[src/common/cdb_pkg.sv]
package cdb_pkg;
    localparam int unsigned CLK_MHZ       = 40;
    localparam int unsigned STROBE_NS     = 165;
    localparam int unsigned SETUP_NS      = 70;
    localparam int unsigned RECOVER_NS    = 50;
    localparam int unsigned STROBE_CYC    = (STROBE_NS * CLK_MHZ + 999) / 1000;
    localparam int unsigned SETUP_CYC     = (SETUP_NS * CLK_MHZ + 999) / 1000;
    localparam int unsigned RECOVER_CYC   = (RECOVER_NS * CLK_MHZ + 999) / 1000;
    localparam int unsigned CNT_W         = 4;
    localparam int unsigned DATA_W        = 16;
    localparam int unsigned BYTE_W        = 8;
    localparam int unsigned ADDR_W        = 3;
    localparam int unsigned ODD_LSB       = 8;

    typedef enum logic [1:0]
    {
        CMD_TASKFILE = 2'b00,
        CMD_CONTROL  = 2'b01,
        CMD_DATA     = 2'b10,
        CMD_DMA      = 2'b11
    } cdb_kind_type;
endpackage

[src/common/cdb_strobe_if.sv]
interface cdb_strobe_if;
    logic        start;
    logic [cdb_pkg::CNT_W-1:0] setup_cyc;
    logic [cdb_pkg::CNT_W-1:0] width_cyc;
    logic        active;
    logic        done;

    modport ctrl
    (
        output start,
        output setup_cyc,
        output width_cyc,
        input  active,
        input  done
    );
    modport timer
    (
        input  start,
        input  setup_cyc,
        input  width_cyc,
        output active,
        output done
    );
endinterface

[src/cdb_strobe_timer.sv]
module cdb_strobe_timer
    import cdb_pkg::*;
(
    input  wire logic  clk_i,
    input  wire logic  srst_i,
    cdb_strobe_if.timer st
);
    typedef enum logic [1:0]
    {
        T_IDLE  = 2'b00,
        T_SETUP = 2'b01,
        T_PULSE = 2'b10,
        T_DONE  = 2'b11
    } cdb_tstate_type;

    typedef struct packed
    {
        cdb_tstate_type   state;
        logic [CNT_W-1:0] cnt;
        logic [CNT_W-1:0] width;
    } cdb_tim_type;

    cdb_tim_type s_r;
    cdb_tim_type s_nxt;

    always_comb
    begin
        s_nxt = s_r;
        case (s_r.state)
            T_IDLE:
            begin
                if (st.start)
                begin
                    s_nxt.state = T_SETUP;
                    s_nxt.cnt   = st.setup_cyc;
                    s_nxt.width = st.width_cyc;
                end
            end
            T_SETUP:
            begin
                if (s_r.cnt <= 4'h1)
                begin
                    s_nxt.state = T_PULSE;
                    s_nxt.cnt   = s_r.width;
                end
                else
                begin
                    s_nxt.cnt = s_r.cnt - 4'h1;
                end
            end
            T_PULSE:
            begin
                if (s_r.cnt <= 4'h1)
                begin
                    s_nxt.state = T_DONE;
                end
                else
                begin
                    s_nxt.cnt = s_r.cnt - 4'h1;
                end
            end
            default:
            begin
                s_nxt.state = T_IDLE;
            end
        endcase
    end

    always_ff @(posedge clk_i)
    begin
        if (srst_i)
        begin
            s_r <= '{state: T_IDLE, cnt: '0, width: '0};
        end
        else
        begin
            s_r <= s_nxt;
        end
    end

    assign st.active = (s_r.state == T_PULSE);
    assign st.done   = (s_r.state == T_DONE);
endmodule

[src/cdb_host.sv]
module cdb_host
    import cdb_pkg::*;
#(
    parameter int unsigned DW = DATA_W
)
(
    // Clock and reset
    input  wire logic          clk_i,
    input  wire logic          srst_i,
    // User request
    input  wire logic          req_valid_i,
    input  wire logic [1:0]    req_kind_i,
    input  wire logic          req_write_i,
    input  wire logic [2:0]    req_addr_i,
    input  wire logic [DW-1:0] req_wdata_i,
    input  wire logic          io_mode_i,
    output logic               req_ready_o,
    output logic               rsp_valid_o,
    output logic [DW-1:0]      rsp_rdata_o,
    output logic               rsp_ack_seen_o,
    // Card pins
    input  wire logic [DW-1:0] dat_in_i,
    output logic [DW-1:0]      dat_out_o,
    output logic               dat_oe_o,
    output logic [2:0]         addr_o,
    output logic               cs0_n_o,
    output logic               cs1_n_o,
    output logic               iord_n_o,
    output logic               iowr_n_o,
    output logic               dmack_n_o,
    input  wire logic          dmarq_i,
    input  wire logic          inpack_n_i
);
    typedef enum logic [2:0]
    {
        S_IDLE  = 3'b000,
        S_WAITQ = 3'b001,
        S_RUN   = 3'b010,
        S_DONE  = 3'b011,
        S_REC   = 3'b100
    } cdb_state_type;

    typedef struct packed
    {
        cdb_state_type    state;
        cdb_kind_type     kind;
        logic             write;
        logic [DW-1:0]    wdata;
        logic [DW-1:0]    rdata;
        logic [DW-1:0]    dout;
        logic             oe;
        logic [2:0]       addr;
        logic             cs0_n;
        logic             cs1_n;
        logic             iord_n;
        logic             iowr_n;
        logic             dmack_n;
        logic             ready;
        logic             rvalid;
        logic             ack_seen;
        logic [CNT_W-1:0] rcnt;
        logic [1:0]       rq_sync;
        logic [1:0]       ack_sync;
        logic [1:0]       io_sync;
        logic [DW-1:0]    din_s1;
        logic [DW-1:0]    din_s2;
    } cdb_host_type;

    cdb_host_type s_r;
    cdb_host_type s_nxt;
    cdb_strobe_if  st ();

    // Byte accesses use the even lane only; words use both lanes
    function automatic logic [DW-1:0] lane_fit(input cdb_kind_type k, input logic [DW-1:0] d);
        lane_fit = d;
        if ((k == CMD_TASKFILE) || (k == CMD_CONTROL))
        begin
            lane_fit = {{(DW-BYTE_W){1'b0}}, d[BYTE_W-1:0]};
        end
    endfunction

    cdb_strobe_timer u_tim
    (
        .clk_i  (clk_i),
        .srst_i (srst_i),
        .st     (st)
    );

    always_comb
    begin
        s_nxt          = s_r;
        s_nxt.rvalid   = 1'b0;
        s_nxt.rq_sync  = {s_r.rq_sync[0], dmarq_i};
        s_nxt.ack_sync = {s_r.ack_sync[0], ~inpack_n_i};
        s_nxt.io_sync  = {s_r.io_sync[0], io_mode_i};
        // The bus is only sampled deep inside a strobe, so lanes cannot skew apart
        s_nxt.din_s1   = dat_in_i;
        s_nxt.din_s2   = s_r.din_s1;
        st.start       = 1'b0;
        st.setup_cyc   = CNT_W'(SETUP_CYC);
        st.width_cyc   = CNT_W'(STROBE_CYC);
        case (s_r.state)
            S_IDLE:
            begin
                if (req_valid_i && s_r.ready)
                begin
                    s_nxt.ready    = 1'b0;
                    s_nxt.kind     = cdb_kind_type'(req_kind_i);
                    s_nxt.write    = req_write_i;
                    s_nxt.wdata    = lane_fit(cdb_kind_type'(req_kind_i), req_wdata_i);
                    s_nxt.ack_seen = 1'b0;
                    // Only A2..A0 are driven; upper address lines are grounded
                    s_nxt.addr     = req_addr_i;
                    if (cdb_kind_type'(req_kind_i) == CMD_DMA)
                    begin
                        s_nxt.addr  = 3'h0;
                        s_nxt.state = S_WAITQ;
                    end
                    else
                    begin
                        s_nxt.cs0_n = (cdb_kind_type'(req_kind_i) == CMD_CONTROL);
                        s_nxt.cs1_n = (cdb_kind_type'(req_kind_i) != CMD_CONTROL);
                        s_nxt.state = S_RUN;
                        st.start    = 1'b1;
                    end
                end
            end
            S_WAITQ:
            begin
                // Chip selects stay negated for the whole DMA cycle
                s_nxt.cs0_n = 1'b1;
                s_nxt.cs1_n = 1'b1;
                if (s_r.rq_sync[1])
                begin
                    s_nxt.dmack_n = 1'b0;
                    s_nxt.state   = S_RUN;
                    st.start      = 1'b1;
                end
            end
            S_RUN:
            begin
                // Direction of every transfer, DMA included, is set by which strobe pulses
                s_nxt.iord_n = ~(st.active && !s_r.write);
                s_nxt.iowr_n = ~(st.active && s_r.write);
                s_nxt.oe     = s_r.write;
                s_nxt.dout   = s_r.wdata;
                // Input acknowledge only means something in PC Card I/O mode
                if (st.active && !s_r.write && s_r.io_sync[1] && s_r.ack_sync[1])
                begin
                    s_nxt.ack_seen = 1'b1;
                end
                if (st.active && !s_r.write)
                begin
                    s_nxt.rdata = lane_fit(s_r.kind, s_r.din_s2);
                end
                if (st.done)
                begin
                    // Write data stays on the bus past the rising strobe edge
                    s_nxt.iord_n = 1'b1;
                    s_nxt.iowr_n = 1'b1;
                    s_nxt.state  = S_DONE;
                end
            end
            S_DONE:
            begin
                s_nxt.oe      = 1'b0;
                s_nxt.cs0_n   = 1'b1;
                s_nxt.cs1_n   = 1'b1;
                s_nxt.dmack_n = 1'b1;
                s_nxt.rvalid  = 1'b1;
                s_nxt.rcnt    = CNT_W'(RECOVER_CYC);
                s_nxt.state   = S_REC;
            end
            S_REC:
            begin
                // Recovery lets the card drop its request before it is sampled again
                if (s_r.rcnt <= 4'h1)
                begin
                    s_nxt.ready = 1'b1;
                    s_nxt.state = S_IDLE;
                end
                else
                begin
                    s_nxt.rcnt = s_r.rcnt - 4'h1;
                end
            end
            default:
            begin
                s_nxt.state = S_IDLE;
            end
        endcase
    end

    always_ff @(posedge clk_i)
    begin
        if (srst_i)
        begin
            s_r         <= '0;
            s_r.state   <= S_IDLE;
            s_r.kind    <= CMD_TASKFILE;
            s_r.cs0_n   <= 1'b1;
            s_r.cs1_n   <= 1'b1;
            s_r.iord_n  <= 1'b1;
            s_r.iowr_n  <= 1'b1;
            s_r.dmack_n <= 1'b1;
            s_r.ready   <= 1'b1;
        end
        else
        begin
            s_r <= s_nxt;
        end
    end

    assign req_ready_o    = s_r.ready;
    assign rsp_valid_o    = s_r.rvalid;
    assign rsp_rdata_o    = s_r.rdata;
    assign rsp_ack_seen_o = s_r.ack_seen;
    assign dat_out_o      = s_r.dout;
    assign dat_oe_o       = s_r.oe;
    assign addr_o         = s_r.addr;
    assign cs0_n_o        = s_r.cs0_n;
    assign cs1_n_o        = s_r.cs1_n;
    assign iord_n_o       = s_r.iord_n;
    assign iowr_n_o       = s_r.iowr_n;
    assign dmack_n_o      = s_r.dmack_n;
endmodule

[config.mk]
export PLATFORM = sky130hd
export DESIGN_NAME = cdb_host
export DESIGN_NICKNAME = d
export VERILOG_FILES = /design/src/common/cdb_pkg.sv /design/src/common/cdb_strobe_if.sv /design/src/cdb_strobe_timer.sv /design/src/cdb_host.sv
export SDC_FILE = /design/constraint.sdc
export NUM_CORES = 1
export LEC_CHECK = 0
export BUFFER_PORTS_ARGS = -buffer_cell sky130_fd_sc_hd__buf_2
export CAP_MARGIN = 0
export CORE_MARGIN = 1.5
export CORE_UTILIZATION = 54
export CTS_CLUSTER_DIAMETER = 120
export CTS_CLUSTER_SIZE = 40
export DETAILED_ROUTE_END_ITERATION = 8
export GPL_ROUTABILITY_DRIVEN = 0
export GPL_TIMING_DRIVEN = 0
export PLACE_DENSITY = 0.78
export SETUP_SLACK_MARGIN = 0.3
export SYNTH_ARGS = -nofsm -noshare
export SYNTH_HDL_FRONTEND = slang
export SYNTH_SLANG_ARGS = --single-unit
[constraint.sdc]
create_clock -name clk_i -period 2.43 [get_ports clk_i]
set_input_delay 0.243 -clock clk_i [delete_from_list [all_inputs] [get_ports clk_i]]
set_output_delay 0.243 -clock clk_i [all_outputs]
set_load 0.05 [all_outputs]
==> results of run 1 <==
[what timing repair did]
item / 4_1_cts / 5_1_grt
setup endpoints to repair: 11 / 16
hold buffers: 34 / 0
setup buffers: 0 / 0
endpoints found under the hold margin: 34 / 0
pin swaps: 0 / 1
resized for setup: 2 / 12
[metrics by stage]
step / cell area (µm²) / std cells / setup WS [ns] / util [%] / power [mW]
after floorplan: 4380 / 502 / 0.379 / - / 2.68
after global placement: 4930 / 690 / 0.287 / 63.5 / 2.85
after detailed placement: 4930 / 690 / 0.228 / 63.5 / 2.89
after CTS: 5830 / 756 / 0.275 / 75.0 / 5.17
after global routing: 5840 / 756 / 0.290 / 75.2 / 5.42
final: 5840 / 756 / 0.383 / 75.2 / 5.19
[kinds of logic after synthesis]
| kind of cell | count (synthesis) | share of synthesized area [%] |
|---|---|---|
| and+or+nand+nor | 207 | 22.5 |
| DFF | 114 | 52.1 |
| AOI/OAI and AO/OA | 96 | 12.8 |
| buffers and inverters | 73 | 9.46 |
| adders and majority gates | 8 | 2.29 |
| xor gates and xnor gates | 3 | 0.600 |
| muxes | 1 | 0.229 |
[flip-flops by register name (all words and copies together) (netlist names)]
signal / count
cs0_n_o: 1
cs1_n_o: 1
addr_o: 3
rsp_rdata_o: 16
dat_oe_o: 1
s_nxt: 19
u_tim.s_r: 7
dat_out_o: 16
dmack_n_o: 1
req_ready_o: 1
rsp_valid_o: 1
iord_n_o: 1
s_r: 44
rsp_ack_seen_o: 1
iowr_n_o: 1
[power breakdown]
group | total (mW) | switching, mW | internal (mW)
registers | 2.05 | 0.0679 | 1.98
logic | 0.904 | 0.534 | 0.370
clock network | 2.24 | 0.814 | 1.43
total | 5.19 | 1.42 | 3.78
[cells in the final DEF (no fill, tap or decap), types with 3 or more instances in the layout]
master / instances
ha_1: 8
dlygate4sd3_1: 34
clkbuf_8: 4
nor2_1: 23
xor2_1: 3
buf_4: 35
nor3_1: 6
clkinv_2: 4
o21ai_0: 10
nand3_1: 22
a21oi_1: 64
clkbuf_2: 3
nand2_1: 98
or2_2: 3
inv_1: 10
buf_2: 87
clkbuf_16: 16
clkinvlp_4: 3
dfxtp_1: 112
clkbuf_1: 24
nor2b_1: 38
[worst max path at each step]
stage                              start                          end  cells after the start
3_3_place_gp   u_tim.s_r[4]$_SDFFE_PP0P_    u_tim.s_r[6]$_SDFFE_PP0P_                      7
5_1_grt        u_tim.s_r[8]$_SDFFE_PP0P_  rsp_rdata_o[7]$_SDFFE_PP0P_                      9
4_1_cts        u_tim.s_r[4]$_SDFFE_PP0P_    u_tim.s_r[6]$_SDFFE_PP0P_                      7
6_report           s_r[106]$_SDFFE_PP0P_    u_tim.s_r[6]$_SDFFE_PP0P_                      6
3_5_place_dp   u_tim.s_r[4]$_SDFFE_PP0P_    u_tim.s_r[6]$_SDFFE_PP0P_                      7
2_1_floorplan   req_ready_o$_SDFFE_PP1P_    u_tim.s_r[6]$_SDFFE_PP0P_                      5
[metal layers]
metal / vias to the layer above / GRT usage, %
met5: - / 0
met4: 0 / 11.5
met3: 19 / 5.53
met2: 136 / 45.0
met1: 1766 / 26.8
li1: 1904 / -
[layout make-up]
cell class | instances | area share (%)
Sequential cell | 114 | 39.1
Multi-Input combinational cell | 315 | 28.9
Timing Repair Buffer | 120 | 13.2
Clock buffer | 23 | 7.99
Buffer | 63 | 6.58
Tap cell | 102 | 2.19
Clock inverter | 9 | 1.39
Inverter | 10 | 0.643
[worst reg2reg max path, cell delays in order, from the launching register on]
cell and delay [ns]:
dfxtp_1 0.33, buf_6 0.14, nand4bb_4 0.24, o31a_1 0.42, a221o_1 0.39, and3_1 0.21, a41o_1 0.21
==> qor.json, run 1 <==
{
  "outcome": {
    "run_status": "completed"
  },
  "synthesis": {
    "post_synth_inst_count": 502,
    "post-synth-top-area-cell": "dfxtp_1",
    "post_synth_instance_area_mm2": 0.00438,
    "register_bit_count_reported_by_yosys": 114,
    "yosys_most_used_dff": "dfxtp_1",
    "share_of_yosys_cell_area_claimed_by_the_top_area_cell_type_pct": 52.1,
    "yosys.cell_count.top_type": "dfxtp_1",
    "synth_fp_nets": 554,
    "synth_seq_area_share_pct": 52.1,
    "synthTopCellsByArea": "dfxtp_1, nand2_1, a21oi_1",
    "postSynth.asyncResetShare_pct": 0,
    "synth.lib_cells_used.distinct": 45,
    "syn_avg_cell_area_um2": 8.72,
    "synth_enable_flop_cells": 0,
    "synth_warnings": 0,
    "synth_commonest_cells": "dfxtp_1, nand2_1, a21oi_1"
  },
  "floorplan": {
    "dieWidth_um": 93.0,
    "num_io_pins": 88,
    "initial_utilization_pct": 56.3,
    "core-area_mm2": 0.00777,
    "die_h_um": 93.0,
    "num_rows": 32,
    "die-area_mm2": 0.00865
  },
  "finish": {
    "finish.net_count": 693,
    "multi_input_comb_area_mm2": 0.00169,
    "flow.area_growth_from_synthesis_pct": 33.4,
    "layout.filler_cells": 531,
    "insertedDiodeCount": 0,
    "register_area_mm2": 0.00228,
    "post_route_cells_drive_above_1_share_pct": 25.4
  },
  "setup_path": {
    "worstSetupPathType": "register to register",
    "cp_data_required_time_ns": 2.83,
    "timing.reg2reg.worst_path_depth": 6,
    "cp_top_family": "compound AO/OA/AOI/OAI gates",
    "ff2ff_setup_slack_ns": 0.38,
    "critical_path.reg2reg.startpoint": "s_r[106]$_SDFFE_PP0P_",
    "critical_path_peak_fanout": 10,
    "critPathArrivalTime_ns": 2.44,
    "reg2reg_to": "u_tim.s_r[6]$_SDFFE_PP0P_",
    "timing.critical_path.to_type": "register",
    "cpPeakStageDelay_ns": 0.42,
    "timing.critical_path.buf_inv": 1,
    "crit_path_cell_trace": "buf_6 > nand4bb_4 > o31a_1 > a221o_1 > and3_1 > a41o_1",
    "critPathSlowestCell": "o31a_1",
    "cp-start-kind": "register"
  },
  "global_route": {
    "grt_pass1_wl_mm": 16.6,
    "grt_max_degree": 17,
    "grt_usage_pct": 24.6,
    "globalRouteOverflowTotal": 0,
    "grt_antenna_before_repair": 0,
    "first_global_vias": 3756
  },
  "pwr": {
    "leakagePower_nw": 2.48,
    "power.ir.vdd_worst_uv": 492,
    "pwr_density_cell_mw_per_mm2": 889
  },
  "routing": {
    "vias": 3825,
    "wl_met1_mm": 4.09,
    "wirelength_mm": 10.1,
    "drtIter0Drc": 266,
    "viasPerCell": 5.06,
    "met2RoutedLength_mm": 5.25,
    "top_layer_used": "met4",
    "routed_wire_length_per_instance_um": 13.3,
    "postRouteAntennaNets": 0,
    "drt_pre_antenna_iters": 4,
    "detailroute.wirelength.met3_um": 542,
    "drc_errors": 0
  },
  "timing": {
    "setup_total_negative_slack_ns": 0,
    "report.final.hold_viol_count": 0,
    "worstMarginPinSlew_ns": 0.773,
    "timing.final.crit_share_pct": 84.2,
    "final.setup_skew_ns": 0.00601,
    "maxSlewViolCount": 0,
    "timing.final.crit_period_ns": 2.05,
    "worst_hold_slack_ns": 0.0250,
    "grt_setup_unrepaired": "false",
    "maxClockFrequency_mhz": 489,
    "setup_violators_final": 0,
    "timing.max_slew.rel_slack_pct": 47.1
  },
  "cts": {
    "tritoncts": "yes",
    "tritoncts_num_sinks": 114,
    "clk_root_buffer_cell": "clkbuf_8",
    "cts-root-to-sink-buffers": 2,
    "cts_inserted_buffers": 17,
    "clock_slew_at_reported_path_ffs_ns": 0.06,
    "h-tree-depth": 4,
    "worst_skew_pair.late_latency_ns": 0.51
  },
  "placement": {
    "half_perimeter_wire_length_after_detailed_placement_mm": 6.64,
    "place.port_buffers": 86
  },
  "min_path": {
    "launch_instance_of_the_worst_min_delay_path": "req_wdata_i[12]",
    "hold-path-cell-count": 3,
    "hold_class": "input port to register",
    "hold_path_endpoint": "s_r[98]$_SDFFE_PP0P_"
  },
  "run": {
    "timing.max_cap.violations": 0
  }
}
No activity file was read; power rests on OpenSTA's default activity.
==> inputs of run 2 (changes only) <==
--- a/config.mk
+++ b/config.mk
@@ -8,13 +8,13 @@
 export BUFFER_PORTS_ARGS = -buffer_cell sky130_fd_sc_hd__buf_2
 export CAP_MARGIN = 0
 export CORE_MARGIN = 1.5
-export CORE_UTILIZATION = 54
+export CORE_UTILIZATION = 49
 export CTS_CLUSTER_DIAMETER = 120
 export CTS_CLUSTER_SIZE = 40
 export DETAILED_ROUTE_END_ITERATION = 8
 export GPL_ROUTABILITY_DRIVEN = 0
 export GPL_TIMING_DRIVEN = 0
-export PLACE_DENSITY = 0.78
+export PLACE_DENSITY = 0.74
 export SETUP_SLACK_MARGIN = 0.3
 export SYNTH_ARGS = -nofsm -noshare
 export SYNTH_HDL_FRONTEND = slang
==> constraint.sdc (replaced) <==
create_clock -name clk_i -period 1.85 [get_ports clk_i]
set_input_delay 0.185 -clock clk_i [delete_from_list [all_inputs] [get_ports clk_i]]
set_output_delay 0.185 -clock clk_i [all_outputs]
set_load 0.05 [all_outputs]
==> qor.json, run 2 (same netlist as run 1, synthesis figures left out) <==
{
  "cts": {
    "tritoncts": "yes",
    "clk_root_buffer_cell": "clkbuf_8",
    "h-tree-depth": {"value": 4, "change": "unchanged"},
    "cts-root-to-sink-buffers": {"value": 2, "change": "unchanged"},
    "cts_inserted_buffers": {"value": 17, "change": "unchanged"},
    "tritoncts_num_sinks": {"value": 114, "change": "unchanged"},
    "worst_skew_pair.late_latency": {"value": 0.51, "unit": "ns", "change": "about the same"},
    "clock_slew_at_reported_path_ffs": {"value": 0.06, "unit": "ns", "change": "about the same"}
  },
  "timing": {
    "maxSlewViolCount": {"value": 0, "change": "unchanged"},
    "final.setup_skew": {"value": 0.00958, "unit": "ns", "change": "+0.00357 ns"},
    "grt_setup_unrepaired": "true",
    "worstMarginPinSlew": {"value": 0.728, "unit": "ns", "change": "-0.0450 ns"},
    "setup_total_negative_slack": {"value": 0, "unit": "ns", "change": "unchanged"},
    "setup_violators_final": {"value": 0, "change": "unchanged"},
    "timing.max_slew.rel_slack": {"value": 51.5, "unit": "%", "change": "+4.3 points"},
    "report.final.hold_viol_count": {"value": 0, "change": "unchanged"},
    "timing.final.crit_period": {"value": 1.82, "unit": "ns", "change": "-0.227 ns"},
    "timing.final.crit_share": {"value": 98.4, "unit": "%", "change": "+14 points"},
    "maxClockFrequency": {"value": 549, "unit": "MHz", "change": "+12%"}
  },
  "routing": {
    "viasPerCell": {"value": 5.20, "change": "+2.8%"},
    "drt_pre_antenna_iters": {"value": 5, "change": "+1"},
    "vias": {"value": 4161, "change": "+8.8%"},
    "drtIter0Drc": {"value": 263, "change": "-1.1%"},
    "routed_wire_length_per_instance": {"value": 15.5, "unit": "µm", "change": "+16%"},
    "drc_errors": {"value": 0, "change": "unchanged"},
    "wirelength": {"value": 12.4, "unit": "mm", "change": "+23%"},
    "postRouteAntennaNets": {"value": 0, "change": "unchanged"}
  },
  "floorplan": {
    "core-area": {"value": 0.00868, "unit": "mm²", "change": "+12%"},
    "initial_utilization": {"value": 50.4, "unit": "%", "change": "-5.9 points"},
    "die-area": {"value": 0.00951, "unit": "mm²", "change": "+9.9%"},
    "die_h": {"value": 97.5, "unit": "µm", "change": "+4.8%"},
    "num_rows": {"value": 34, "change": "+6.3%"},
    "num_io_pins": {"value": 88, "change": "unchanged"},
    "dieWidth": {"value": 97.5, "unit": "µm", "change": "+4.8%"}
  },
  "finish": {
    "layout.filler_cells": {"value": 523, "change": "-1.5%"},
    "final_core_utilization": {"value": 77.2, "unit": "%", "change": "+2.1 points"},
    "flow.area_growth_from_synthesis_pct": 53.2,
    "largest_register_ffs": {"value": 44, "change": "unchanged"},
    "highest_count_cells_in_the_layout_ignoring_fill_and_taps": "dfxtp_1, buf_2, nand2_1",
    "insertedDiodeCount": {"value": 0, "change": "unchanged"},
    "layout_commonest_cell": "dfxtp_1",
    "registers.top_by_ff_count": "s_r",
    "finish.net_count": {"value": 731, "change": "+5.5%"},
    "final_cell_area": {"value": 0.00670, "unit": "mm²", "change": "+15%"},
    "post_route_cells_drive_above_1_share": {"value": 40.3, "unit": "%", "change": "+15 points"}
  },
  "setup_path": {
    "cp-start-kind": "register",
    "critical_path.reg2reg.startpoint": "u_tim.s_r[4]$_SDFFE_PP0P_",
    "reg2reg_to": "u_tim.s_r[6]$_SDFFE_PP0P_",
    "timing.reg2reg.worst_path_depth": {"value": 7, "change": "+1"},
    "ff2ff_setup_slack": {"value": 0.03, "unit": "ns", "change": "-0.35 ns"},
    "critical_path_peak_fanout": {"value": 5, "change": "-5"},
    "timing.critical_path.to_type": "register",
    "critPathArrivalTime": {"value": 2.21, "unit": "ns", "change": "-0.23 ns"},
    "worstSetupPathType": "register to register",
    "endpoint": "u_tim.s_r[6]$_SDFFE_PP0P_",
    "cp_data_required_time": {"value": 2.24, "unit": "ns", "change": "-0.59 ns"},
    "startpoint": "u_tim.s_r[4]$_SDFFE_PP0P_"
  },
  "run": {
    "timing.max_cap.violations": {"value": 0, "change": "unchanged"}
  },
  "min_path": {
    "hold_class": "input port to register"
  },
  "global_route": {
    "globalRouteOverflowTotal": {"value": 0, "change": "unchanged"},
    "grt_antenna_before_repair": {"value": 0, "change": "unchanged"},
    "grt_max_degree": {"value": 17, "change": "unchanged"},
    "grt_pass1_wl": {"value": 18.7, "unit": "mm", "change": "+12%"},
    "grt_usage": {"value": 24.6, "unit": "%", "change": "about the same"},
    "first_global_vias": {"value": 4095, "change": "+9.0%"}
  },
  "placement": {
    "placed_cell_area": {"value": 0.00501, "unit": "mm²", "change": "+1.6%"},
    "place.port_buffers": {"value": 86, "change": "unchanged"},
    "half_perimeter_wire_length_after_detailed_placement": {"value": 6.42, "unit": "mm", "change": "-3.3%"}
  },
  "outcome": {
    "run_status": "completed"
  },
  "pwr": {
    "pwr_density_cell": {"value": 1140, "unit": "mW/mm²", "change": "+29%"},
    "power.ir.vdd_worst": {"value": 894, "unit": "µV", "change": "+82%"},
    "leakagePower": {"value": 2.80, "unit": "nW", "change": "+13%"}
  }
}
==> run 2: cell types whose count changed in the layout (fill, tap and decap cells not counted), moves of 5 or more <==
cell and delta:
buf_4 +26, a21oi_1 -19, nand2_1 -19, a21oi_2 +17
nand2_4 +13, clkbuf_1 -9, buf_6 +8, dfxtp_1 -6
dlygate4sd3_1 +6, nand2_2 +6, buf_8 +5, inv_6 +5
==> run 2: timing repair <==
| action | 4_1_cts | 5_1_grt |
|---|---|---|
| gates cloned | 1 | 1 |
| resized for setup | 77 | 57 |
| hold buffers | 40 | 0 |
| endpoints found under the setup margin | 63 | 65 |
| buffers inserted | 15 | 15 |
| pin swaps | 22 | 24 |
| hold endpoints to repair | 41 | 0 |
==> run 2: area by class of cell <==
class                   instances  area, µm²  share of cell area, %
multi-input cells             315       2050                   30.6
inverters                      10       40.0                  0.597
plain buffers                  63        492                   7.33
repair buffers                158       1110                   16.6
clock inverters                13        148                   2.20
clock buffers                  19        422                   6.29
well taps                     108        135                   2.02
flip-flops and latches        114       2300                   34.3
==> run 2: per-layer routing <==
metal	track usage, %	wire length (µm)
met1	27.6	4910
met2	44.0	6460
met3	7.48	731
met4	8.90	297
met5	0	0
==> run 2: how the worst min path moves through the flow <==
stage	from	end	slack, ns	cells past startpoint
finish	req_kind_i[1]	cs0_n_o$_SDFFE_PP1P_	0.09	4
global route	req_kind_i[1]	cs0_n_o$_SDFFE_PP1P_	0.1	4
CTS	req_kind_i[1]	cs0_n_o$_SDFFE_PP1P_	0.07	4
detailed placement	inpack_n_i	s_nxt[35]$_SDFF_PP0_	0.37	2
global placement	inpack_n_i	s_nxt[35]$_SDFF_PP0_	0.37	2
floorplan	inpack_n_i	s_nxt[35]$_SDFF_PP0_	0.26	1
==> run 2: power by group <==
group	total (mW)	internal [mW]	switching, mW	leakage [nW]
registers	2.72	2.61	0.104	0.935
clock network	3.12	1.94	1.18	0.275
logic	1.84	0.882	0.960	1.59
total	7.67	5.43	2.24	2.80
==> run 2: worst max-delay path, stage by stage (launching register included) <==
cell and delay, ns:
dfxtp_4 0.38, inv_4 0.04, ha_4 0.15, or2_4 0.24
and2_4 0.18, a221o_1 0.34, and3_1 0.16, a41o_1 0.21
==> run 2: through the flow <==
stage | setup WS (ns) | power, mW | cells | hold WS (ns)
2_1_floorplan | 0.116 | 3.62 | 502 | 0.257
6_report | 0.0298 | 7.67 | 800 | 0.0854
3_3_place_gp | -0.0158 | 3.85 | 696 | 0.370
4_1_cts | 0.0438 | 7.31 | 784 | 0.0668
3_5_place_dp | -0.0368 | 3.90 | 696 | 0.370
5_1_grt | -0.0302 | 7.99 | 800 | 0.0991
